[src/csd_defines.vh]
// Constants for the chip select decoder: field positions, reset values and encodings
`ifndef CSD_DEFINES_VH
`define CSD_DEFINES_VH
`define CSD_NUM_CS        8
`define CSD_BASE_W        16
`define CSD_ADDR_HI       31
`define CSD_ADDR_LO       16
// Control word field positions
`define CSD_CTL_W         16
`define CSD_CTL_WAIT_LO   0
`define CSD_CTL_WAIT_HI   3
`define CSD_CTL_PS_LO     4
`define CSD_CTL_PS_HI     5
`define CSD_CTL_INT_ACK   6
`define CSD_CTL_EXT_ACK   7
`define CSD_CTL_BURST     8
`define CSD_CTL_SETUP     9
`define CSD_CTL_HOLD      10
`define CSD_CTL_RD_EN     11
`define CSD_CTL_WR_EN     12
`define CSD_CTL_BURST_CS  13
// Attribute mask word positions
`define CSD_ATR_W         5
`define CSD_ATR_SD        0
`define CSD_ATR_SC        1
`define CSD_ATR_UD        2
`define CSD_ATR_UC        3
`define CSD_ATR_CPU       4
// Port size encodings
`define CSD_PS_32         2'h0
`define CSD_PS_8          2'h1
`define CSD_PS_16         2'h2
// Boot select reset control: read/write, setup, hold, no burst, 15 waits, int ack
`define CSD_BOOT_CTL      16'h1E4F
// Decode result encodings
`define CSD_HIT_W         2
`define CSD_HIT_NONE      2'h0
`define CSD_HIT_CS        2'h1
`define CSD_HIT_DRAM      2'h2
`endif

[src/csd_chip_select_decoder.v]
// Chip select decoder with wait-state termination and setup/hold timing
`timescale 1ns/10ps
`include "csd_defines.vh"

// Behaviour
// - Eight banks with base, mask, control
// - Bank zero is global boot select
// - Bank one may assert on CPU space
// - No hit uses default space controls
// - Base compared with address bits 31-16
// - Masked bits skipped; all clear gives 64k
// - Priority banks 0-7, DRAM 0-1, default
// - Read and write allow per bank
// - Attribute masks; CPU mask only bank one
// - Assert needs match, direction, attribute
// - Wait counts zero to fifteen
// - Narrow ports on upper byte lanes
// - Internal, sync, async termination supported
// - Sync ack ends non-external transfer two clocks later
// - Device drives ack for external masters
// - Synchronised async ack ends transfer
// - Burst only when enabled and operand wider
// - Select asserts with strobe or one later
// - Select released after every beat; burst hold bit has no effect
// - Hold drives address one extra clock
// - Per-bank ack enable for external masters
// - First bank-zero mask write ends boot mode
// - Write enables one clock after select
module csd_chip_select_decoder (
  input  wire         core_clk_i,
  input  wire         arst_n_i,
  input  wire [127:0] select_base_reg_i,
  input  wire [127:0] select_mask_reg_i,
  input  wire [39:0]  select_attr_mask_i,
  input  wire [127:0] select_ctrl_reg_i,
  input  wire         select_mask0_wr_i,
  input  wire [15:0]  default_space_ctrl_reg_i,
  input  wire [31:0]  dram_base_reg_i,
  input  wire [31:0]  dram_mask_reg_i,
  input  wire         cycle_begin_strobe_i,
  input  wire [31:0]  xfer_addr_i,
  input  wire         xfer_write_i,
  input  wire         xfer_super_i,
  input  wire         xfer_code_i,
  input  wire         xfer_cpu_space_i,
  input  wire         xfer_ext_master_i,
  input  wire [1:0]   xfer_size_i,
  input  wire [1:0]   xfer_lane_i,
  input  wire         xfer_burst_last_i,
  input  wire         sync_xfer_ack_i,
  input  wire         async_xfer_ack_i,
  output reg  [7:0]   chip_sel_n_o,
  output reg  [3:0]   byte_we_n_o,
  output reg  [1:0]   dram_hit_o,
  output reg  [1:0]   port_size_field_o,
  output reg          burst_en_o,
  output wire         xfer_done_o,
  output reg          addr_drive_o,
  output wire         sync_xfer_ack_o,
  output wire         sync_xfer_ack_oe_o,
  output reg          boot_mode_o
);

  // ==========================================================================
  // State encodings
  localparam [2:0] ST_IDLE = 3'h1;
  localparam [2:0] ST_BUSY = 3'h2;
  localparam [2:0] ST_HOLD = 3'h4;

  reg  [2:0]  state_q;
  reg  [2:0]  state_d;
  reg  [7:0]  sel_q;
  reg  [15:0] ctl_q;
  reg  [3:0]  wait_q;
  reg         write_q;
  reg         ext_q;
  reg         cs_on_q;
  reg         we_on_q;
  reg  [3:0]  lanes_q;
  reg         aack_s1_q;
  reg         aack_s2_q;
  reg         aack_s3_q;
  reg         sack_s1_q;
  reg         sack_s2_q;
  reg         mask0_s1_q;
  reg         mask0_s2_q;
  reg         mask0_s3_q;

  // ==========================================================================
  // Pin synchronisers; the first stage feeds only the second
  always @(posedge core_clk_i or negedge arst_n_i) begin
    if (!arst_n_i) begin
      aack_s1_q  <= 1'b0;
      aack_s2_q  <= 1'b0;
      aack_s3_q  <= 1'b0;
      sack_s1_q  <= 1'b0;
      sack_s2_q  <= 1'b0;
      mask0_s1_q <= 1'b0;
      mask0_s2_q <= 1'b0;
      mask0_s3_q <= 1'b0;
    end else begin
      aack_s1_q  <= async_xfer_ack_i;
      aack_s2_q  <= aack_s1_q;
      aack_s3_q  <= aack_s2_q;
      sack_s1_q  <= sync_xfer_ack_i;
      sack_s2_q  <= sack_s1_q;
      mask0_s1_q <= select_mask0_wr_i;
      mask0_s2_q <= mask0_s1_q;
      mask0_s3_q <= mask0_s2_q;
    end
  end

  wire aack_rise  = aack_s2_q & ~aack_s3_q;
  wire mask0_rise = mask0_s2_q & ~mask0_s3_q;

  // ==========================================================================
  // Bank decode
  reg  [7:0] bank_hit;
  reg  [7:0] pick;
  reg  [1:0] dram_pick;
  reg  [1:0] hit_kind;
  reg  [15:0] ctl_sel;
  reg  [15:0] base_b;
  reg  [15:0] mask_b;
  reg  [4:0]  atr_b;
  reg  [15:0] dbase_b;
  reg  [15:0] dmask_b;
  reg         attr_ok;
  reg         dir_ok;
  reg         found;
  integer     i;

  always @* begin
    bank_hit  = 8'h00;
    pick      = 8'h00;
    dram_pick = 2'h0;
    hit_kind  = `CSD_HIT_NONE;
    ctl_sel   = default_space_ctrl_reg_i;
    found     = 1'b0;
    base_b    = 16'h0000;
    mask_b    = 16'h0000;
    atr_b     = 5'h00;
    dbase_b   = 16'h0000;
    dmask_b   = 16'h0000;
    attr_ok   = 1'b0;
    dir_ok    = 1'b0;
    for (i = 0; i < `CSD_NUM_CS; i = i + 1) begin
      base_b = select_base_reg_i[i*`CSD_BASE_W +: `CSD_BASE_W];
      mask_b = select_mask_reg_i[i*`CSD_BASE_W +: `CSD_BASE_W];
      atr_b  = select_attr_mask_i[i*`CSD_ATR_W +: `CSD_ATR_W];
      ctl_sel = select_ctrl_reg_i[i*`CSD_CTL_W +: `CSD_CTL_W];
      // Attribute check; CPU space mask exists on bank one only
      if (xfer_cpu_space_i)
        attr_ok = (i == 1) && !atr_b[`CSD_ATR_CPU];
      else if (xfer_super_i)
        attr_ok = xfer_code_i ? !atr_b[`CSD_ATR_SC] : !atr_b[`CSD_ATR_SD];
      else
        attr_ok = xfer_code_i ? !atr_b[`CSD_ATR_UC] : !atr_b[`CSD_ATR_UD];
      dir_ok = xfer_write_i ? ctl_sel[`CSD_CTL_WR_EN] : ctl_sel[`CSD_CTL_RD_EN];
      // Unmasked address bits only
      bank_hit[i] = (((xfer_addr_i[`CSD_ADDR_HI:`CSD_ADDR_LO] ^ base_b) & ~mask_b)
                     == 16'h0000) && dir_ok && attr_ok;
      // Global boot select claims all but CPU space, for allowed directions
      if (i == 0 && boot_mode_o)
        bank_hit[i] = !xfer_cpu_space_i && dir_ok;
    end
    ctl_sel = default_space_ctrl_reg_i;
    // Lowest numbered bank wins, then DRAM, then default
    for (i = `CSD_NUM_CS - 1; i >= 0; i = i - 1) begin
      if (bank_hit[i]) begin
        pick    = 8'h00;
        pick[i] = 1'b1;
        found   = 1'b1;
        ctl_sel = select_ctrl_reg_i[i*`CSD_CTL_W +: `CSD_CTL_W];
      end
    end
    if (found) begin
      hit_kind = `CSD_HIT_CS;
    end else begin
      for (i = 1; i >= 0; i = i - 1) begin
        dbase_b = dram_base_reg_i[i*`CSD_BASE_W +: `CSD_BASE_W];
        dmask_b = dram_mask_reg_i[i*`CSD_BASE_W +: `CSD_BASE_W];
        if ((((xfer_addr_i[`CSD_ADDR_HI:`CSD_ADDR_LO] ^ dbase_b) & ~dmask_b) == 16'h0000)
            && !xfer_cpu_space_i) begin
          dram_pick    = 2'h0;
          dram_pick[i] = 1'b1;
          hit_kind     = `CSD_HIT_DRAM;
        end
      end
    end
  end

  // ==========================================================================
  // Byte lanes: narrow ports sit on the upper data lanes
  reg [3:0] lanes_new;
  always @* begin
    case (ctl_sel[`CSD_CTL_PS_HI:`CSD_CTL_PS_LO])
      `CSD_PS_8:  lanes_new = 4'h8;
      `CSD_PS_16: lanes_new = xfer_size_i[0] ? (xfer_lane_i[0] ? 4'h4 : 4'h8) : 4'hC;
      default: begin
        case (xfer_size_i)
          2'h1:    lanes_new = 4'h8 >> xfer_lane_i;
          2'h2:    lanes_new = xfer_lane_i[1] ? 4'h3 : 4'hC;
          default: lanes_new = 4'hF;
        endcase
      end
    endcase
  end

  // ==========================================================================
  // Termination
  wire int_term  = ctl_q[`CSD_CTL_INT_ACK];
  wire wait_done = (wait_q == 4'h0);
  wire ext_ack   = ext_q ? aack_rise : (sack_s2_q | aack_rise);
  // Internal ack for external masters only when that bank allows it
  wire own_ack   = ext_q ? ctl_q[`CSD_CTL_EXT_ACK] : int_term;
  wire term      = (state_q == ST_BUSY) && (ext_ack || (own_ack && wait_done));

  assign xfer_done_o        = term;
  // Device drives sync ack during an external master access it terminates
  assign sync_xfer_ack_oe_o = (state_q == ST_BUSY) && ext_q && ctl_q[`CSD_CTL_EXT_ACK];
  // Ack is only driven out while the device owns the pin for an external master
  assign sync_xfer_ack_o    = term && sync_xfer_ack_oe_o;

  // Next state
  always @* begin
    case (state_q)
      ST_IDLE: state_d = cycle_begin_strobe_i ? ST_BUSY : ST_IDLE;
      ST_BUSY: begin
        if (term)
          state_d = ctl_q[`CSD_CTL_HOLD] ? ST_HOLD : ST_IDLE;
        else
          state_d = ST_BUSY;
      end
      ST_HOLD: state_d = ST_IDLE;
      default: state_d = ST_IDLE;
    endcase
  end

  // ==========================================================================
  // Transfer registers and output timing
  always @(posedge core_clk_i or negedge arst_n_i) begin
    if (!arst_n_i) begin
      state_q           <= ST_IDLE;
      sel_q             <= 8'h00;
      ctl_q             <= 16'h0000;
      wait_q            <= 4'h0;
      write_q           <= 1'b0;
      ext_q             <= 1'b0;
      cs_on_q           <= 1'b0;
      we_on_q           <= 1'b0;
      lanes_q           <= 4'h0;
      chip_sel_n_o      <= 8'hFF;
      byte_we_n_o       <= 4'hF;
      dram_hit_o        <= 2'h0;
      port_size_field_o <= `CSD_PS_32;
      burst_en_o        <= 1'b0;
      addr_drive_o      <= 1'b0;
      boot_mode_o       <= 1'b1;
    end else begin
      state_q <= state_d;
      // Boot mode ends for good on the first bank-zero mask write
      if (mask0_rise)
        boot_mode_o <= 1'b0;
      if (state_q == ST_IDLE && cycle_begin_strobe_i) begin
        sel_q   <= pick;
        ctl_q   <= ctl_sel;
        wait_q  <= ctl_sel[`CSD_CTL_WAIT_HI:`CSD_CTL_WAIT_LO];
        write_q <= xfer_write_i;
        ext_q   <= xfer_ext_master_i;
        lanes_q <= lanes_new;
        port_size_field_o <= ctl_sel[`CSD_CTL_PS_HI:`CSD_CTL_PS_LO];
        // Burst only when enabled and operand wider than port
        burst_en_o <= ctl_sel[`CSD_CTL_BURST] &&
                      ((ctl_sel[`CSD_CTL_PS_HI:`CSD_CTL_PS_LO] == `CSD_PS_8
                        && xfer_size_i != 2'h1) ||
                       (ctl_sel[`CSD_CTL_PS_HI:`CSD_CTL_PS_LO] == `CSD_PS_16
                        && (xfer_size_i == 2'h0 || xfer_size_i == 2'h3)));
        dram_hit_o   <= (hit_kind == `CSD_HIT_DRAM) ? dram_pick : 2'h0;
        addr_drive_o <= ~xfer_ext_master_i;
        // Select with the strobe, or one clock later under setup
        cs_on_q      <= 1'b1;
        chip_sel_n_o <= ctl_sel[`CSD_CTL_SETUP] ? 8'hFF : ~pick;
        we_on_q      <= 1'b0;
      end else if (state_q == ST_BUSY) begin
        if (wait_q != 4'h0)
          wait_q <= wait_q - 4'h1;
        chip_sel_n_o <= ~sel_q;
        // Write enables follow select by one clock
        byte_we_n_o  <= (write_q && cs_on_q && !chip_sel_n_o[0] | (chip_sel_n_o != 8'hFF))
                        ? ~lanes_q : 4'hF;
        // Burst beats drop select; the term release below overrides the hold bit
        if (!ctl_q[`CSD_CTL_BURST_CS] && xfer_burst_last_i == 1'b0 && burst_en_o && term)
          chip_sel_n_o <= 8'hFF;
        if (term) begin
          chip_sel_n_o <= 8'hFF;
          byte_we_n_o  <= 4'hF;
          cs_on_q      <= 1'b0;
          if (!ctl_q[`CSD_CTL_HOLD]) begin
            addr_drive_o <= 1'b0;
            dram_hit_o   <= 2'h0;
          end
        end
      end else begin
        // Hold keeps the address driven one extra clock, released here
        addr_drive_o <= 1'b0;
        dram_hit_o   <= 2'h0;
        chip_sel_n_o <= 8'hFF;
        byte_we_n_o  <= 4'hF;
        cs_on_q      <= 1'b0;
        we_on_q      <= 1'b0;
      end
    end
  end

endmodule // csd_chip_select_decoder

[config.mk]
export PLATFORM = sky130hd
export DESIGN_NAME = csd_chip_select_decoder
export DESIGN_NICKNAME = d
export VERILOG_FILES = /design/src/csd_chip_select_decoder.v
export VERILOG_INCLUDE_DIRS = /design/src
export SDC_FILE = /design/constraint.sdc
export NUM_CORES = 1
export LEC_CHECK = 0
export ABC_AREA = 1
export BUFFER_PORTS_ARGS = -buffer_cell sky130_fd_sc_hd__buf_2
export CORE_AREA = 2 2 222 224
export CTS_BUF_LIST = sky130_fd_sc_hd__clkbuf_8
export CTS_CLUSTER_DIAMETER = 30
export DETAILED_ROUTE_END_ITERATION = 8
export DIE_AREA = 0 0 224 226
export PLACE_DENSITY = 0.43
export SKIP_CTS_REPAIR_TIMING = 1
export SYNTH_ARGS = -nofsm -noshare
export SYNTH_HDL_FRONTEND = slang
export SYNTH_SLANG_ARGS = --single-unit
[constraint.sdc]
create_clock -name core_clk_i -period 2.2 [get_ports core_clk_i]
set_input_delay 0 -clock core_clk_i [delete_from_list [all_inputs] [get_ports core_clk_i]]
set_output_delay 0 -clock core_clk_i [all_outputs]
set_load 0.005 [all_outputs]
## Yosys cells after proc, flatten, opt, wreduce, memory -nomap -nowiden

Cells that the tools add are included.

- Shift operators: 1
- Bitwise logic cells: 41
- Add/subtract/negate cells: 1
- Eq/ne operators: 12
- Mux-type cells: 104
- Reductions and logical operators: 89

Operators by type and width:

| kind | count |
|---|---|
| AND 16 bit | 10 |
| zero test 16 bit | 10 |
| NOT 16 bit | 10 |
| bitwise XOR 16 bit | 10 |
| two-way mux 14 bit | 8 |
| two-way mux 8 bit | 13 |
| two-way mux 1 bit | 58 |
| zero test 1 bit | 36 |
| two-way mux 4 bit | 9 |
| logical AND 1 bit | 33 |
| two-way mux 2 bit | 11 |
| NOT 8 bit | 2 |
| one-hot mux 4 bit (2 select lines) | 2 |
| == test 2 bit, second input constant | 4 |
| != test 8 bit, second input constant | 1 |
| two-way mux 3 bit | 2 |
| != test 3 x 2 -> 1 bit, second input constant | 2 |
| one-hot mux 3 bit (2 select lines) | 1 |
| == test 2 x 1 -> 1 bit, second input constant | 2 |
| zero test 4 bit | 1 |
| NOT 1 bit | 4 |
| NOT 4 bit | 1 |
| AND reduction 2 bit | 2 |
| nonzero test 2 bit | 2 |
| 10 further kinds | 14 |

- Logic and storage cells: 271
- Register bits after elaboration: 63
- Output and inout port bits: 22
- Bits of input ports: 552

## Longest topological paths before layout

Gate-level depths: netlist of the first run.

- Depth after elaboration: 17
- Mapped depth: 25
- Mapped depth without buffers: 24

## Least setup slack after synthesis of the first run

No wires, ideal clock.

- Kind: input port to flip-flop
- From: input xfer_addr_i[18]
- To: register lanes_q[2]
- Stages: 21
- Library setup time: 146 ps
- Arrival: 1980 ps
- Buffers on the path: 2
- Data required time: 2054 ps
- Path slack: 75 ps
- Cells stage by stage: buf_4 -> inv_2 -> a21oi_1 -> o21ai_1 -> nand2_1 -> inv_1 -> nand3_2 -> nor2_4 -> nand2_4 -> buf_6 -> nand3_4 -> inv_2 -> a21oi_2 -> nand2_1 -> nand2_1 -> inv_2 -> ha_1 -> nand2_1 -> inv_1 -> nand2_1 -> o311ai_0

- Cells in the longest elaborated chain, start to end: 15
- Elaborated cells on any way between the ends: 52
- Those cells by class: eq/ne (2); mux (10); bitwise (16); reduce/logical (24)

Ends and longest elaborated chain:

| element | line | RTL |
|---|---|---|
| start, declared | csd_chip_select_decoder.v:41 | `input wire [31:0] xfer_addr_i,` |
| bitwise XOR 16 bit | csd_chip_select_decoder.v:161 | `` bank_hit[i] = (((xfer_addr_i[`CSD_ADDR_HI:`CSD_ADDR_LO] ^ base_b) & ~mask_b) `` |
| AND 16 bit | csd_chip_select_decoder.v:161 |  |
| zero test 16 bit | csd_chip_select_decoder.v:161 |  |
| logical AND 1 bit (2 in a row) | csd_chip_select_decoder.v:161 |  |
| two-way mux 14 bit (7 in a row) | csd_chip_select_decoder.v:170 | `if (bank_hit[i]) begin` |
| two-way mux 14 bit * | csd_chip_select_decoder.v:170 |  |
| named net ctl_sel[4] | csd_chip_select_decoder.v:122 | `reg [15:0] ctl_sel;` |
| == test 2 bit / == test 2 x 1 -> 1 bit (equally long branches) | csd_chip_select_decoder.v:197 | `` case (ctl_sel[`CSD_CTL_PS_HI:`CSD_CTL_PS_LO]) `` |
| one-hot mux 4 bit (2 select lines) * | csd_chip_select_decoder.v:197 |  |
| end signal, assigned | csd_chip_select_decoder.v:271 | `lanes_q <= lanes_new;` |
| end, declared | csd_chip_select_decoder.v:79 | `reg [3:0] lanes_q;` |

Mark *: on every way through the listed nets, which the timed path passes. The rest lies on a longest branch.
A chain may end at the register's enable or synchronous reset.

## Final worst setup path of the first run

- From: input xfer_addr_i[30]
- To: register lanes_q[3]

Same word-level chain as after synthesis.

==> results_tabular.tex, run 1 <==
\begin{tabular}{lr}
\hline
Metric & Value \\
\hline
\multicolumn{2}{l}{\textbf{Setup path}} \\
\quad Cell-by-cell listing of the critical path & clkbuf\_4 > buf\_4 > inv\_1 > nand2\_1 > nand3\_2 > inv\_2 > nor2\_1 > nand2\_1 > nor2\_4 > nand3\_4 > nand2\_4 > nor2\_1 > nor2\_1 > nand2\_1 > nand2\_1 > nand2\_1 > nand2\_2 > nand2\_2 > inv\_2 > ha\_4 > o311ai\_0 \\
\quad Kind of start point of the critical path & primary input \\
\quad Required time at the worst-slack endpoint & 2.41 ns \\
\quad Slowest cell on the critical path & sky130\_fd\_sc\_hd\_\_o311ai\_0 \\
\quad Number of buffer and inverter stages on the critical path & 5 \\
\quad Critical path data arrival time & 2.31 ns \\
\quad Worst reg-to-reg path cell count & 10 \\
\quad WP depth & 21 \\
\quad Top cell by count, worst path & sky130\_fd\_sc\_hd\_\_nand2\_1 \\
\quad Category of the most critical setup path & primary input to flop \\
\quad Crit-path max cell delay & 0.30 ns \\
\quad Critical path origin & xfer\_addr\_i[30] \\
\quad FF-to-FF Start & boot\_mode\_o\$\_DFFE\_PN1P\_ \\
\quad Largest driver fanout on the critical path & 6 \\
\quad Cell family with most CP delay & simple AND/OR/NAND/NOR gates \\
\quad Critical Path End Type & flop \\
\multicolumn{2}{l}{\textbf{Floorplan}} \\
\quad Ports placed on the boundary & 574 \\
\quad CORE AREA & 48300 µm² \\
\quad Die H & 226 µm \\
\quad Die boundary width & 224 µm \\
\quad Die outline area & 50600 µm² \\
\quad Effective utilization at floorplan & 15.2\% \\
\quad Number of rows created at floorplan & 81 \\
\multicolumn{2}{l}{\textbf{Route}} \\
\quad Drt drc & 0 \\
\quad Via-per-instance ratio & 4.17 \\
\quad Per-cell routed wire length & 18.7 µm \\
\quad First-pass iteration count of the detailed router & 5 \\
\quad Number of nets with antenna violations after routing & 0 \\
\quad Via count & 11000 \\
\quad Initial drt markers & 567 \\
\quad DRT Wirelength & 49200 µm \\
\multicolumn{2}{l}{\textbf{Run status}} \\
\quad Outcome & finished clean \\
\multicolumn{2}{l}{\textbf{Yosys}} \\
\quad Post-Synthesis Net Count & 1874 \\
\quad Sequential element share of the synthesized area & 17.9\% \\
\quad Leading register cell type out of synthesis & sky130\_fd\_sc\_hd\_\_dfrtp\_1 \\
\quad Netlist cell types & 46 \\
\quad Most area-hungry cell type in the Yosys netlist & sky130\_fd\_sc\_hd\_\_nand2\_1 \\
\quad Area of the mapped netlist & 7360 µm² \\
\quad Number of synthesized flops with an enable pin & 0 \\
\quad Asr flop ratio synth & 100\% \\
\quad Instance count of the mapped netlist & 1316 \\
\quad Synth Area per Inst & 5.60 µm² \\
\quad Dominant cells by area after synthesis & sky130\_fd\_sc\_hd\_\_nand2\_1 19\%, sky130\_fd\_sc\_hd\_\_dfrtp\_1 13\%, sky130\_fd\_sc\_hd\_\_nor2\_1 11\%, sky130\_fd\_sc\_hd\_\_inv\_1 8.0\%, sky130\_fd\_sc\_hd\_\_nand3\_1 6.4\% \\
\quad Syn. warnings & 0 \\
\quad Area fraction of the dominant cell type after synthesis & 19.2\% \\
\quad Post-synthesis sequential element count & 52 \\
\multicolumn{2}{l}{\textbf{Min path}} \\
\quad Worst hold-check path type & primary input to flop \\
\quad Hold Path Cell Cnt & 5 \\
\quad Min-Delay Startpoint & select\_ctrl\_reg\_i[8] \\
\multicolumn{2}{l}{\textbf{STA}} \\
\quad Min cycle time layout & 2.10 ns \\
\quad Setup skew after layout & 0.0146 ns \\
\quad Slew at the pin closest to its max-slew limit & 0.665 ns \\
\quad Hold Vio Cnt, Final & 0 \\
\quad Setup-violating endpoint count in the final report & 0 \\
\quad Final clock period utilization by the worst path & 95.3\% \\
\quad Fmax & 477 MHz \\
\quad Total count of max-transition violations in the final report & 0 \\
\quad Slew HR & 55.6\% \\
\quad Final-layout worst hold slack & 0.0224 ns \\
\multicolumn{2}{l}{\textbf{Place}} \\
\quad DP HPWL & 44700 µm \\
\quad Routability-driven placement congestion ratio & 0.916 \\
\quad Buffers added on ports & 520 \\
\quad Number of placed cells counting well taps & 2591 \\
\multicolumn{2}{l}{\textbf{Pwr}} \\
\quad Sum of internal, switching and leakage power & 4.49 mW \\
\quad Areal power density over the cells & 357 nW/µm² \\
\quad Worst vdd ir & 296 µV \\
\quad Reported leakage power & 6.99 nW \\
\multicolumn{2}{l}{\textbf{Cells and area}} \\
\quad Final-stage net count & 2552 \\
\quad Area growth from synthesis to layout & 70.5\% \\
\quad Area of combinational cells with multiple inputs & 5360 µm² \\
\quad Flip-flop and latch area & 1320 µm² \\
\quad Final Non-Filler Cells & 2627 \\
\quad Share of post-route cells with drive strength above 1 & 43.2\% \\
\quad Most frequent standard cell in the layout excluding fill and tap cells & sky130\_fd\_sc\_hd\_\_buf\_2 \\
\quad Filler instances & 5566 \\
\quad Commonest cells after routing, fill and taps aside & 502 x sky130\_fd\_sc\_hd\_\_buf\_2, 367 x sky130\_fd\_sc\_hd\_\_nand2\_1, 204 x sky130\_fd\_sc\_hd\_\_nor2\_1, 171 x sky130\_fd\_sc\_hd\_\_buf\_4, 154 x sky130\_fd\_sc\_hd\_\_inv\_1 \\
\multicolumn{2}{l}{\textbf{Clock tree}} \\
\quad CTS sink cnt & 52 \\
\quad Worst-skew pair later-pin latency & 0.31 ns \\
\quad Max Root-Sink Buffers & 2 \\
\quad CTS tree & done \\
\quad \# H-tree levels & 2 \\
\quad Clock-pin slew reported for the worst setup and hold paths after clock tree synthesis & 0.11 ns \\
\quad Number of buffers added by the clock tree synthesis step & 5 \\
\quad Clk Tree Root Cell & sky130\_fd\_sc\_hd\_\_clkbuf\_8 \\
\multicolumn{2}{l}{\textbf{Global routing}} \\
\quad First-pass GRT wire length & 68700 µm \\
\quad Overall Global Routing Usage & 18.7\% \\
\quad Maximum number of pins on one net before global-route repair & 31 \\
\quad Number of global-route vias before repair & 10900 \\
\quad Number of antenna violations at the first check in global routing & 18 \\
\quad Overflow left after global routing & 0 \\
\multicolumn{2}{l}{\textbf{Flow run}} \\
\quad Count of maximum capacitance violations & 0 \\
\hline
\end{tabular}
## registers in the layout, summed over array words and instances, names as in the netlist
| register | flops |
|---|---|
| byte_we_n_o | 4 |
| mask0_s1_q | 1 |
| aack_s1_q | 1 |
| chip_sel_n_o | 8 |
| addr_drive_o | 1 |
| ext_q | 1 |
| cs_on_q | 1 |
| mask0_s3_q | 1 |
| wait_q | 4 |
| write_q | 1 |
| ctl_q | 4 |
| state_q | 3 |
| sel_q | 8 |
| sack_s2_q | 1 |
| lanes_q | 4 |
| sack_s1_q | 1 |
| dram_hit_o | 2 |
| aack_s2_q | 1 |
| port_size_field_o | 1 |
| boot_mode_o | 1 |
| burst_en_o | 1 |
| mask0_s2_q | 1 |
| aack_s3_q | 1 |
## metal layers
layer	routed length (µm)	up-vias	GRT usage [%]
li1	-	5542	-
met1	21100	4966	23.5
met2	24000	384	33.2
met3	3230	55	3.51
met4	787	14	3.59
met5	85	-	0
## layout make-up
cell class | instances | area share (%)
Tap cell | 622 | 6.20
Clock buffer | 5 | 0.548
Sequential cell | 52 | 10.5
Timing Repair Buffer | 713 | 34.2
Inverter | 179 | 5.58
Multi-Input combinational cell | 1043 | 42.7
Clock inverter | 3 | 0.159
Antenna cell | 10 | 0.199
## power breakdown
group / internal [mW] / switching [mW]
Sequential: 1.17 / 0.111
Combinational: 1.17 / 1.47
Clock: 0.225 / 0.339
Total: 2.57 / 1.92
## tightest hold or removal path, delay by kind of cell
family	cells	cell delay [ns]
simple gates	2	0.09
compound gates	1	0.09
buf+inv	2	0.13
## worst paths after layout
path / end / slack [ns]
min in group asynchronous: lanes_q[1]$_DFFE_PN0P_ / 0.25
worst min-delay path: burst_en_o$_DFFE_PN0P_ / 0.02
worst min register to register: sack_s2_q$_DFF_PN0_ / 0.35
worst max-delay path: lanes_q[3]$_DFFE_PN0P_ / 0.10
max in group asynchronous: boot_mode_o$_DFFE_PN1P_ / 1.24
worst max register to register: lanes_q[0]$_DFFE_PN0P_ / 0.36
## cell usage after synthesis (4+ instances only)
master / count
sky130_fd_sc_hd__nand4_1: 18
sky130_fd_sc_hd__o21ai_0: 49
sky130_fd_sc_hd__nand2_1: 377
sky130_fd_sc_hd__nor2_2: 13
sky130_fd_sc_hd__buf_2: 8
sky130_fd_sc_hd__buf_6: 15
sky130_fd_sc_hd__nor3_1: 13
sky130_fd_sc_hd__dfrtp_1: 38
sky130_fd_sc_hd__ha_1: 6
sky130_fd_sc_hd__nand3_2: 5
sky130_fd_sc_hd__nand2_2: 9
sky130_fd_sc_hd__nand3_1: 94
sky130_fd_sc_hd__o211ai_1: 7
sky130_fd_sc_hd__buf_4: 14
sky130_fd_sc_hd__o22ai_1: 13
sky130_fd_sc_hd__nand2_4: 7
sky130_fd_sc_hd__a21oi_1: 71
sky130_fd_sc_hd__nor3_2: 4
sky130_fd_sc_hd__xnor2_1: 44
sky130_fd_sc_hd__nor2_1: 218
sky130_fd_sc_hd__inv_1: 156
sky130_fd_sc_hd__o221ai_1: 4
sky130_fd_sc_hd__or2_1: 5
sky130_fd_sc_hd__or2_2: 7
sky130_fd_sc_hd__dfstp_2: 14
sky130_fd_sc_hd__inv_2: 17
sky130_fd_sc_hd__nand3b_1: 7
sky130_fd_sc_hd__clkbuf_1: 5
sky130_fd_sc_hd__o21ai_1: 47
## through the flow
| stage | utilization (%) | TNS, ns | instance area, µm² | setup slack (ns) |
|---|---|---|---|---|
| 4_1_cts | 24.6 | -1.33 | 11900 | -0.286 |
| 3_5_place_dp | 24.4 | -6.95 | 11800 | -0.606 |
| 3_3_place_gp | 24.4 | -6.03 | 11800 | -0.579 |
| 6_report | 26.0 | 0 | 12600 | 0.103 |
| 2_1_floorplan | - | 0 | 7360 | 0.0748 |
| 5_1_grt | 26.0 | -0.208 | 12500 | -0.0596 |
## cell families (layout without fill, tap and decap cells)
family,Yosys count,count (layout),share of synthesized area (%)
simple gates,785,785,46.6
buf+inv,221,900,13.7
compound gates,207,207,15.4
flops,52,52,17.9
xor+xnor,45,45,5.35
fa+ha+maj,6,6,1.02
other cells,0,10,0
No activity file was read; power rests on OpenSTA's default activity.
==> inputs of run 2 (changes only) <==
--- a/config.mk
+++ b/config.mk
@@ -14,6 +14,7 @@
 export DETAILED_ROUTE_END_ITERATION = 8
 export DIE_AREA = 0 0 224 226
 export PLACE_DENSITY = 0.43
+export RECOVER_POWER = 50
 export SKIP_CTS_REPAIR_TIMING = 1
 export SYNTH_ARGS = -nofsm -noshare
 export SYNTH_HDL_FRONTEND = slang
==> run 2 against run 1 <==
Compared with the run above:
- the flow now finishes with violations (max-capacitance violations, max-slew violations)
- critical path depth unchanged
- largest power group unchanged
- clock-buffer cell count unchanged
- highest routed layer unchanged
- via count barely moved
- combinational power barely moved
- wire length about the same
- maximum frequency rose by 0.91%
- final cell count about the same
- register-to-register slack barely moved
- sequential share of layout area is essentially flat
- global-route usage unchanged
==> results_tabular.tex, run 2 (synthesized netlist as in run 1, its figures left out) <==
\begin{tabular}{lr}
\hline
Metric & Value \\
\hline
\multicolumn{2}{l}{\textbf{Floorplan}} \\
\quad CORE AREA & 48300 µm² (unchanged) \\
\quad Ports placed on the boundary & 574 (unchanged) \\
\quad Die boundary width & 224 µm (unchanged) \\
\quad Die outline area & 50600 µm² (unchanged) \\
\quad Die H & 226 µm (unchanged) \\
\quad Number of rows created at floorplan & 81 (unchanged) \\
\quad Effective utilization at floorplan & 15.2\% (unchanged) \\
\multicolumn{2}{l}{\textbf{Setup path}} \\
\quad Required time at the worst-slack endpoint & 2.41 ns (about the same) \\
\quad Critical path data arrival time & 2.29 ns (-0.02 ns) \\
\quad Critical Path End Type & flop \\
\quad Setup slack, reg-to-reg & 0.35 ns (about the same) \\
\quad Largest driver fanout on the critical path & 6 (unchanged) \\
\quad Category of the most critical setup path & primary input to flop \\
\quad Kind of start point of the critical path & primary input \\
\multicolumn{2}{l}{\textbf{STA}} \\
\quad Total count of max-transition violations in the final report & 31 (+31) \\
\quad Slew HR & -9.56\% (-65 points) \\
\quad Fin Setup TNS & 0 ns (unchanged) \\
\quad Setup skew after layout & 0.0144 ns (-0.000226 ns) \\
\quad Hold Vio Cnt, Final & 0 (unchanged) \\
\quad Final clock period utilization by the worst path & 94.5\% (-0.86 points) \\
\quad Setup-violating endpoint count in the final report & 0 (unchanged) \\
\quad Fmax & 481 MHz (+0.91\%) \\
\quad Min cycle time layout & 2.08 ns (-0.0189 ns) \\
\quad Slew at the pin closest to its max-slew limit & 1.64 ns (+0.978 ns) \\
\multicolumn{2}{l}{\textbf{Global routing}} \\
\quad Number of antenna violations at the first check in global routing & 18 (unchanged) \\
\quad Number of global-route vias before repair & 10900 (unchanged) \\
\quad Overall Global Routing Usage & 18.7\% (unchanged) \\
\quad Overflow left after global routing & 0 (unchanged) \\
\quad First-pass GRT wire length & 68700 µm (unchanged) \\
\quad Maximum number of pins on one net before global-route repair & 31 (unchanged) \\
\multicolumn{2}{l}{\textbf{Cells and area}} \\
\quad Flip-flop and latch area & 1320 µm² (unchanged) \\
\quad Most frequent standard cell in the layout excluding fill and tap cells & sky130\_fd\_sc\_hd\_\_buf\_2 \\
\quad Filler instances & 5571 (+0.090\%) \\
\quad Final Non-Filler Cells & 2626 (-0.038\%) \\
\quad Final-stage net count & 2552 (unchanged) \\
\quad Area of combinational cells with multiple inputs & 5360 µm² (unchanged) \\
\quad Commonest cells after routing, fill and taps aside & 489 x sky130\_fd\_sc\_hd\_\_buf\_2, 367 x sky130\_fd\_sc\_hd\_\_nand2\_1, 204 x sky130\_fd\_sc\_hd\_\_nor2\_1, 170 x sky130\_fd\_sc\_hd\_\_buf\_4, 154 x sky130\_fd\_sc\_hd\_\_inv\_1 \\
\quad Registers with the highest flip-flop counts & chip\_sel\_n\_o (8), sel\_q (8) \\
\quad Share of post-route cells with drive strength above 1 & 42.3\% (-0.85 points) \\
\quad Area growth from synthesis to layout & 70.2\% \\
\multicolumn{2}{l}{\textbf{Place}} \\
\quad DP HPWL & 44700 µm (unchanged) \\
\quad Number of placed cells counting well taps & 2591 (unchanged) \\
\quad Buffers added on ports & 520 (unchanged) \\
\quad Routability-driven placement congestion ratio & 0.916 (unchanged) \\
\multicolumn{2}{l}{\textbf{Route}} \\
\quad Via-per-instance ratio & 4.17 (about the same) \\
\quad Wire length on met3 & 3140 µm (-2.7\%) \\
\quad Via count & 11000 (-0.036\%) \\
\quad Number of nets with antenna violations after routing & 0 (unchanged) \\
\quad Initial drt markers & 591 (+4.2\%) \\
\quad Met1 WL & 21200 µm (+0.59\%) \\
\quad Met2 routed WL & 23800 µm (-0.64\%) \\
\quad DR top layer & met5 \\
\quad Drt drc & 0 (unchanged) \\
\quad First-pass iteration count of the detailed router & 6 (+1) \\
\quad DRT Wirelength & 49200 µm (about the same) \\
\quad Per-cell routed wire length & 18.7 µm (about the same) \\
\multicolumn{2}{l}{\textbf{Min path}} \\
\quad Worst hold-check path type & primary input to flop \\
\multicolumn{2}{l}{\textbf{Pwr}} \\
\quad Reported leakage power & 6.96 nW (-0.57\%) \\
\quad Worst vdd ir & 297 µV (about the same) \\
\quad Areal power density over the cells & 357 nW/µm² (about the same) \\
\quad Sum of internal, switching and leakage power & 4.48 mW (-0.17\%) \\
\multicolumn{2}{l}{\textbf{Clock tree}} \\
\quad Number of buffers added by the clock tree synthesis step & 5 (unchanged) \\
\quad Max Root-Sink Buffers & 2 (unchanged) \\
\quad \# H-tree levels & 2 (unchanged) \\
\quad Clk Tree Root Cell & sky130\_fd\_sc\_hd\_\_clkbuf\_8 \\
\quad CTS sink cnt & 52 (unchanged) \\
\quad CTS tree & done \\
\quad Clock-pin slew reported for the worst setup and hold paths after clock tree synthesis & 0.11 ns (about the same) \\
\quad Worst-skew pair later-pin latency & 0.31 ns (about the same) \\
\multicolumn{2}{l}{\textbf{Run status}} \\
\quad Outcome & finished with violations \\
\quad Failing checks & max-capacitance violations, max-slew violations \\
\multicolumn{2}{l}{\textbf{Flow run}} \\
\quad Count of maximum capacitance violations & 1 (+1) \\
\hline
\end{tabular}
-- run 2: cell count changes in the layout (fill, tap and decap cells not counted) --
cell,previous run,this run
sky130_fd_sc_hd__buf_2,502,489
sky130_fd_sc_hd__buf_4,171,170
sky130_fd_sc_hd__clkbuf_1,0,13
sky130_fd_sc_hd__clkbuf_2,0,1
sky130_fd_sc_hd__dfstp_1,0,4
sky130_fd_sc_hd__dfstp_2,14,10
sky130_fd_sc_hd__diode_2,10,9
-- run 2: worst paths after layout --
check | end | cells past startpoint | from
max | lanes_q[3]$_DFFE_PN0P_ | 21 | xfer_addr_i[30]
min | burst_en_o$_DFFE_PN0P_ | 5 | select_ctrl_reg_i[8]
max reg2reg | lanes_q[0]$_DFFE_PN0P_ | 10 | boot_mode_o$_DFFE_PN1P_
min reg2reg | sack_s2_q$_DFF_PN0_ | 0 | sack_s1_q$_DFF_PN0_
max in group asynchronous | byte_we_n_o[2]$_DFFE_PN1N_ | 3 | arst_n_i
min in group asynchronous | lanes_q[1]$_DFFE_PN0P_ | 2 | arst_n_i
-- run 2: final cells by class --
cell class | count | share of cell area (%)
timing repair buffer | 713 | 34.1
multi-input combinational | 1043 | 42.7
inverter | 179 | 5.59
clock inverter | 3 | 0.160
antenna | 9 | 0.180
clock buffer | 5 | 0.549
tap | 622 | 6.21
sequential | 52 | 10.5
-- run 2: critical path: stages --
cell and delay (ns):
sky130_fd_sc_hd__clkbuf_4 0.16, sky130_fd_sc_hd__buf_4 0.14, sky130_fd_sc_hd__inv_1 0.06, sky130_fd_sc_hd__nand2_1 0.06, sky130_fd_sc_hd__nand3_2 0.08, sky130_fd_sc_hd__inv_2 0.03, sky130_fd_sc_hd__nor2_1 0.11, sky130_fd_sc_hd__nand2_1 0.11
sky130_fd_sc_hd__nor2_4 0.15, sky130_fd_sc_hd__nand3_4 0.16, sky130_fd_sc_hd__nand2_4 0.12, sky130_fd_sc_hd__nor2_1 0.05, sky130_fd_sc_hd__nor2_1 0.10, sky130_fd_sc_hd__nand2_1 0.09, sky130_fd_sc_hd__nand2_1 0.07, sky130_fd_sc_hd__nand2_1 0.07
sky130_fd_sc_hd__nand2_2 0.09, sky130_fd_sc_hd__nand2_2 0.07, sky130_fd_sc_hd__inv_2 0.06, sky130_fd_sc_hd__ha_4 0.20, sky130_fd_sc_hd__o311ai_0 0.30
-- run 2: stage by stage --
step	util, %	setup WS [ns]	instance area, µm²	hold slack [ns]
floorplan	-	0.0748	7360	-0.296
global placement	24.4	-0.579	11800	0.0726
detailed placement	24.4	-0.606	11800	0.0757
CTS	24.6	-0.286	11900	-0.270
global route	25.9	-0.0596	12500	0.0356
finish	25.9	0.122	12500	0.0229
-- run 2: power by group --
part           internal, mW  switching [mW]
clock network         0.225           0.339
logic                  1.16            1.47
registers              1.17           0.112
-- run 2: layer usage --
layer / track usage (%) / up-vias
met3: 3.51 / 58
met5: 0 / -
met2: 33.2 / 391
met4: 3.59 / 12
li1: - / 5538
met1: 23.5 / 4958
==> inputs of run 3 (changes only) <==
--- a/config.mk
+++ b/config.mk
@@ -15,6 +15,7 @@
 export DIE_AREA = 0 0 224 226
 export PLACE_DENSITY = 0.43
 export RECOVER_POWER = 50
+export SETUP_SLACK_MARGIN = 0.4
 export SKIP_CTS_REPAIR_TIMING = 1
 export SYNTH_ARGS = -nofsm -noshare
 export SYNTH_HDL_FRONTEND = slang
==> run 3 against run 2 <==
Compared with the run above:
- the flow now finishes without violations
- wire length is 4.6% higher
- critical path depth stayed put
- core utilization is 2.0 points higher
- via count is 1.3% higher
- register-to-register slack hardly changed
- final cell count is 1.2% higher
- maximum frequency is 2.3% higher
- total power is 8.8% higher
- critical endpoint is now lanes_q[2]$_DFFE_PN0P_
- largest cell class unchanged
- largest power group unchanged
==> results_tabular.tex, run 3 (synthesized netlist as in run 1, its figures left out) <==
\begin{tabular}{lr}
\hline
Metric & Value \\
\hline
\multicolumn{2}{l}{\textbf{Run status}} \\
\quad Outcome & finished clean \\
\multicolumn{2}{l}{\textbf{Global routing}} \\
\quad Number of global-route vias before repair & 11000 (+0.84\%) \\
\quad Number of antenna violations at the first check in global routing & 22 (+4) \\
\quad Maximum number of pins on one net before global-route repair & 31 (unchanged) \\
\quad First-pass GRT wire length & 69500 µm (+1.2\%) \\
\quad Overall Global Routing Usage & 18.9\% (+0.22 points) \\
\quad Overflow left after global routing & 0 (unchanged) \\
\multicolumn{2}{l}{\textbf{STA}} \\
\quad Hold Vio Cnt, Final & 0 (unchanged) \\
\quad Setup skew after layout & 0.0106 ns (-0.00380 ns) \\
\quad Final clock period utilization by the worst path & 92.3\% (-2.1 points) \\
\quad Setup-violating endpoint count in the final report & 0 (unchanged) \\
\quad Fmax & 492 MHz (+2.3\%) \\
\quad Fin Setup TNS & 0 ns (unchanged) \\
\quad Total count of max-transition violations in the final report & 0 (-100\%) \\
\quad Min cycle time layout & 2.03 ns (-0.0468 ns) \\
\quad Slew at the pin closest to its max-slew limit & 0.971 ns (-0.673 ns) \\
\quad Smallest setup slack after layout & 0.169 ns (+0.0468 ns) \\
\quad Setup repair after global routing missed its margin & yes \\
\quad Slew HR & 35.3\% (+45 points) \\
\multicolumn{2}{l}{\textbf{Cells and area}} \\
\quad Final design area excluding fillers & 13500 µm² (+7.8\%) \\
\quad Area growth from synthesis to layout & 83.5\% \\
\quad Filler instances & 5493 (-1.4\%) \\
\quad Commonest cells after routing, fill and taps aside & 496 x sky130\_fd\_sc\_hd\_\_buf\_2, 340 x sky130\_fd\_sc\_hd\_\_nand2\_1, 186 x sky130\_fd\_sc\_hd\_\_nor2\_1, 167 x sky130\_fd\_sc\_hd\_\_buf\_4, 144 x sky130\_fd\_sc\_hd\_\_inv\_1 \\
\quad Area of combinational cells with multiple inputs & 5790 µm² (+8.2\%) \\
\quad Share of post-route cells with drive strength above 1 & 47.9\% (+5.6 points) \\
\quad Final-stage net count & 2582 (+1.2\%) \\
\quad Registers with the highest flip-flop counts & chip\_sel\_n\_o (8), sel\_q (8) \\
\quad Most frequent standard cell in the layout excluding fill and tap cells & sky130\_fd\_sc\_hd\_\_buf\_2 \\
\quad Flip-flop and latch area & 1320 µm² (unchanged) \\
\quad Final design utilization & 28.0\% (+2.0 points) \\
\multicolumn{2}{l}{\textbf{Floorplan}} \\
\quad Die boundary width & 224 µm (unchanged) \\
\quad Number of rows created at floorplan & 81 (unchanged) \\
\quad Effective utilization at floorplan & 15.2\% (unchanged) \\
\quad Ports placed on the boundary & 574 (unchanged) \\
\quad Die H & 226 µm (unchanged) \\
\quad CORE AREA & 48300 µm² (unchanged) \\
\quad Die outline area & 50600 µm² (unchanged) \\
\multicolumn{2}{l}{\textbf{Place}} \\
\quad Placement-stage cell area & 12000 µm² (+1.2\%) \\
\quad Routability-driven placement congestion ratio & 0.922 (+0.74\%) \\
\quad Worst slack at placement & -0.462 ns (+0.145 ns) \\
\quad DP HPWL & 45300 µm (+1.3\%) \\
\quad Buffers added on ports & 520 (unchanged) \\
\multicolumn{2}{l}{\textbf{Route}} \\
\quad Initial drt markers & 536 (-9.3\%) \\
\quad First-pass iteration count of the detailed router & 5 (-1) \\
\quad Via-per-instance ratio & 4.18 (+0.14\%) \\
\quad DRT Wirelength & 51400 µm (+4.6\%) \\
\quad Number of nets with antenna violations after routing & 0 (unchanged) \\
\quad Per-cell routed wire length & 19.4 µm (+3.4\%) \\
\quad Via count & 11100 (+1.3\%) \\
\quad Drt drc & 0 (unchanged) \\
\multicolumn{2}{l}{\textbf{Setup path}} \\
\quad Required time at the worst-slack endpoint & 2.39 ns (-0.02 ns) \\
\quad Category of the most critical setup path & primary input to flop \\
\quad Kind of start point of the critical path & primary input \\
\quad Setup slack, reg-to-reg & 0.34 ns (about the same) \\
\quad Worst reg-to-reg path cell count & 11 (+1) \\
\quad Critical path data arrival time & 2.22 ns (-0.07 ns) \\
\quad Largest driver fanout on the critical path & 8 (+2) \\
\quad Critical Path End Type & flop \\
\quad FF-to-FF Start & boot\_mode\_o\$\_DFFE\_PN1P\_ \\
\quad End of the worst register-to-register path & lanes\_q[2]\$\_DFFE\_PN0P\_ \\
\multicolumn{2}{l}{\textbf{Clock tree}} \\
\quad Number of buffers added by the clock tree synthesis step & 5 (unchanged) \\
\quad Clk Tree Root Cell & sky130\_fd\_sc\_hd\_\_clkbuf\_8 \\
\quad \# H-tree levels & 2 (unchanged) \\
\quad CTS sink cnt & 52 (unchanged) \\
\quad CTS tree & done \\
\quad Worst-skew pair later-pin latency & 0.31 ns (about the same) \\
\quad Max Root-Sink Buffers & 2 (unchanged) \\
\quad Clock-pin slew reported for the worst setup and hold paths after clock tree synthesis & 0.10 ns (about the same) \\
\multicolumn{2}{l}{\textbf{Pwr}} \\
\quad Reported leakage power & 7.32 nW (+5.3\%) \\
\quad Areal power density over the cells & 361 nW/µm² (+0.93\%) \\
\quad Worst vdd ir & 272 µV (-8.2\%) \\
\multicolumn{2}{l}{\textbf{Flow run}} \\
\quad Count of maximum capacitance violations & 0 (-1) \\
\multicolumn{2}{l}{\textbf{Min path}} \\
\quad Hold Crit Endpoint & lanes\_q[1]\$\_DFFE\_PN0P\_ \\
\quad Min-Delay Startpoint & xfer\_lane\_i[1] \\
\quad Hold Path Cell Cnt & 3 (-2) \\
\quad Worst hold-check path type & primary input to flop \\
\hline
\end{tabular}
[run 3: worst max-delay path by stage]
stage,start,end,slack (ns),cells after the start
floorplan,xfer_addr_i[27],burst_en_o$_DFFE_PN0P_,0.27,20
global placement,xfer_addr_i[24],burst_en_o$_DFFE_PN0P_,-0.49,25
finish,xfer_addr_i[21],lanes_q[2]$_DFFE_PN0P_,0.17,21
CTS,xfer_addr_i[24],lanes_q[3]$_DFFE_PN0P_,-0.14,20
detailed placement,xfer_addr_i[24],lanes_q[3]$_DFFE_PN0P_,-0.46,20
global route,xfer_cpu_space_i,lanes_q[2]$_DFFE_PN0P_,0.03,22
[run 3: layer usage]
metal  vias to the layer above  global-route usage (%)  part of all wire [%]
li1                       5607                       -                     -
met1                      5054                    23.6                    44
met2                       365                    34.2                    49
met3                        56                    3.37                   5.5
met4                        20                    3.08                   1.5
met5                         -                       0                  0.23
[run 3: final cells by class]
| cell class | count | share of cell area [%] |
|---|---|---|
| Tap cell | 622 | 5.76 |
| Sequential cell | 52 | 9.76 |
| Inverter | 179 | 5.27 |
| Clock inverter | 3 | 0.342 |
| Timing Repair Buffer | 742 | 35.3 |
| Antenna cell | 10 | 0.185 |
| Clock buffer | 5 | 0.509 |
| Multi-Input combinational cell | 1044 | 42.9 |
[run 3: worst max-delay path: stages]
cell and delay [ns]:
sky130_fd_sc_hd__buf_12 0.12, sky130_fd_sc_hd__buf_16 0.15, sky130_fd_sc_hd__buf_12 0.14, sky130_fd_sc_hd__xnor2_2 0.11, sky130_fd_sc_hd__o21ai_1 0.09, sky130_fd_sc_hd__nor2_2 0.18, sky130_fd_sc_hd__nand3_4 0.12, sky130_fd_sc_hd__buf_6 0.13
sky130_fd_sc_hd__nor2_4 0.15, sky130_fd_sc_hd__nand2_1 0.08, sky130_fd_sc_hd__nand2_1 0.06, sky130_fd_sc_hd__nor2_1 0.04, sky130_fd_sc_hd__nand2_1 0.08, sky130_fd_sc_hd__nand2_2 0.08, sky130_fd_sc_hd__nand2_4 0.10, sky130_fd_sc_hd__inv_2 0.05
sky130_fd_sc_hd__ha_4 0.23, sky130_fd_sc_hd__nand2_4 0.08, sky130_fd_sc_hd__inv_2 0.04, sky130_fd_sc_hd__nand2_1 0.07, sky130_fd_sc_hd__o311ai_2 0.09
[run 3: report_power, final]
part	leakage (nW)	switching, mW	internal, mW	total [mW]
combinational	6.63	1.59	1.32	2.91
sequential	0.631	0.121	1.17	1.29
clock	0.0548	0.335	0.343	0.678
[run 3: through the flow]
stage          instances  hold slack (ns)  power [mW]
2_1_floorplan       1316           -0.296        2.56
3_3_place_gp        2598          -0.0509        3.86
3_5_place_dp        2598          -0.0442        3.88
4_1_cts             2606           -0.381        4.57
5_1_grt             2652           0.0527        5.27
6_report            2657           0.0306        4.88
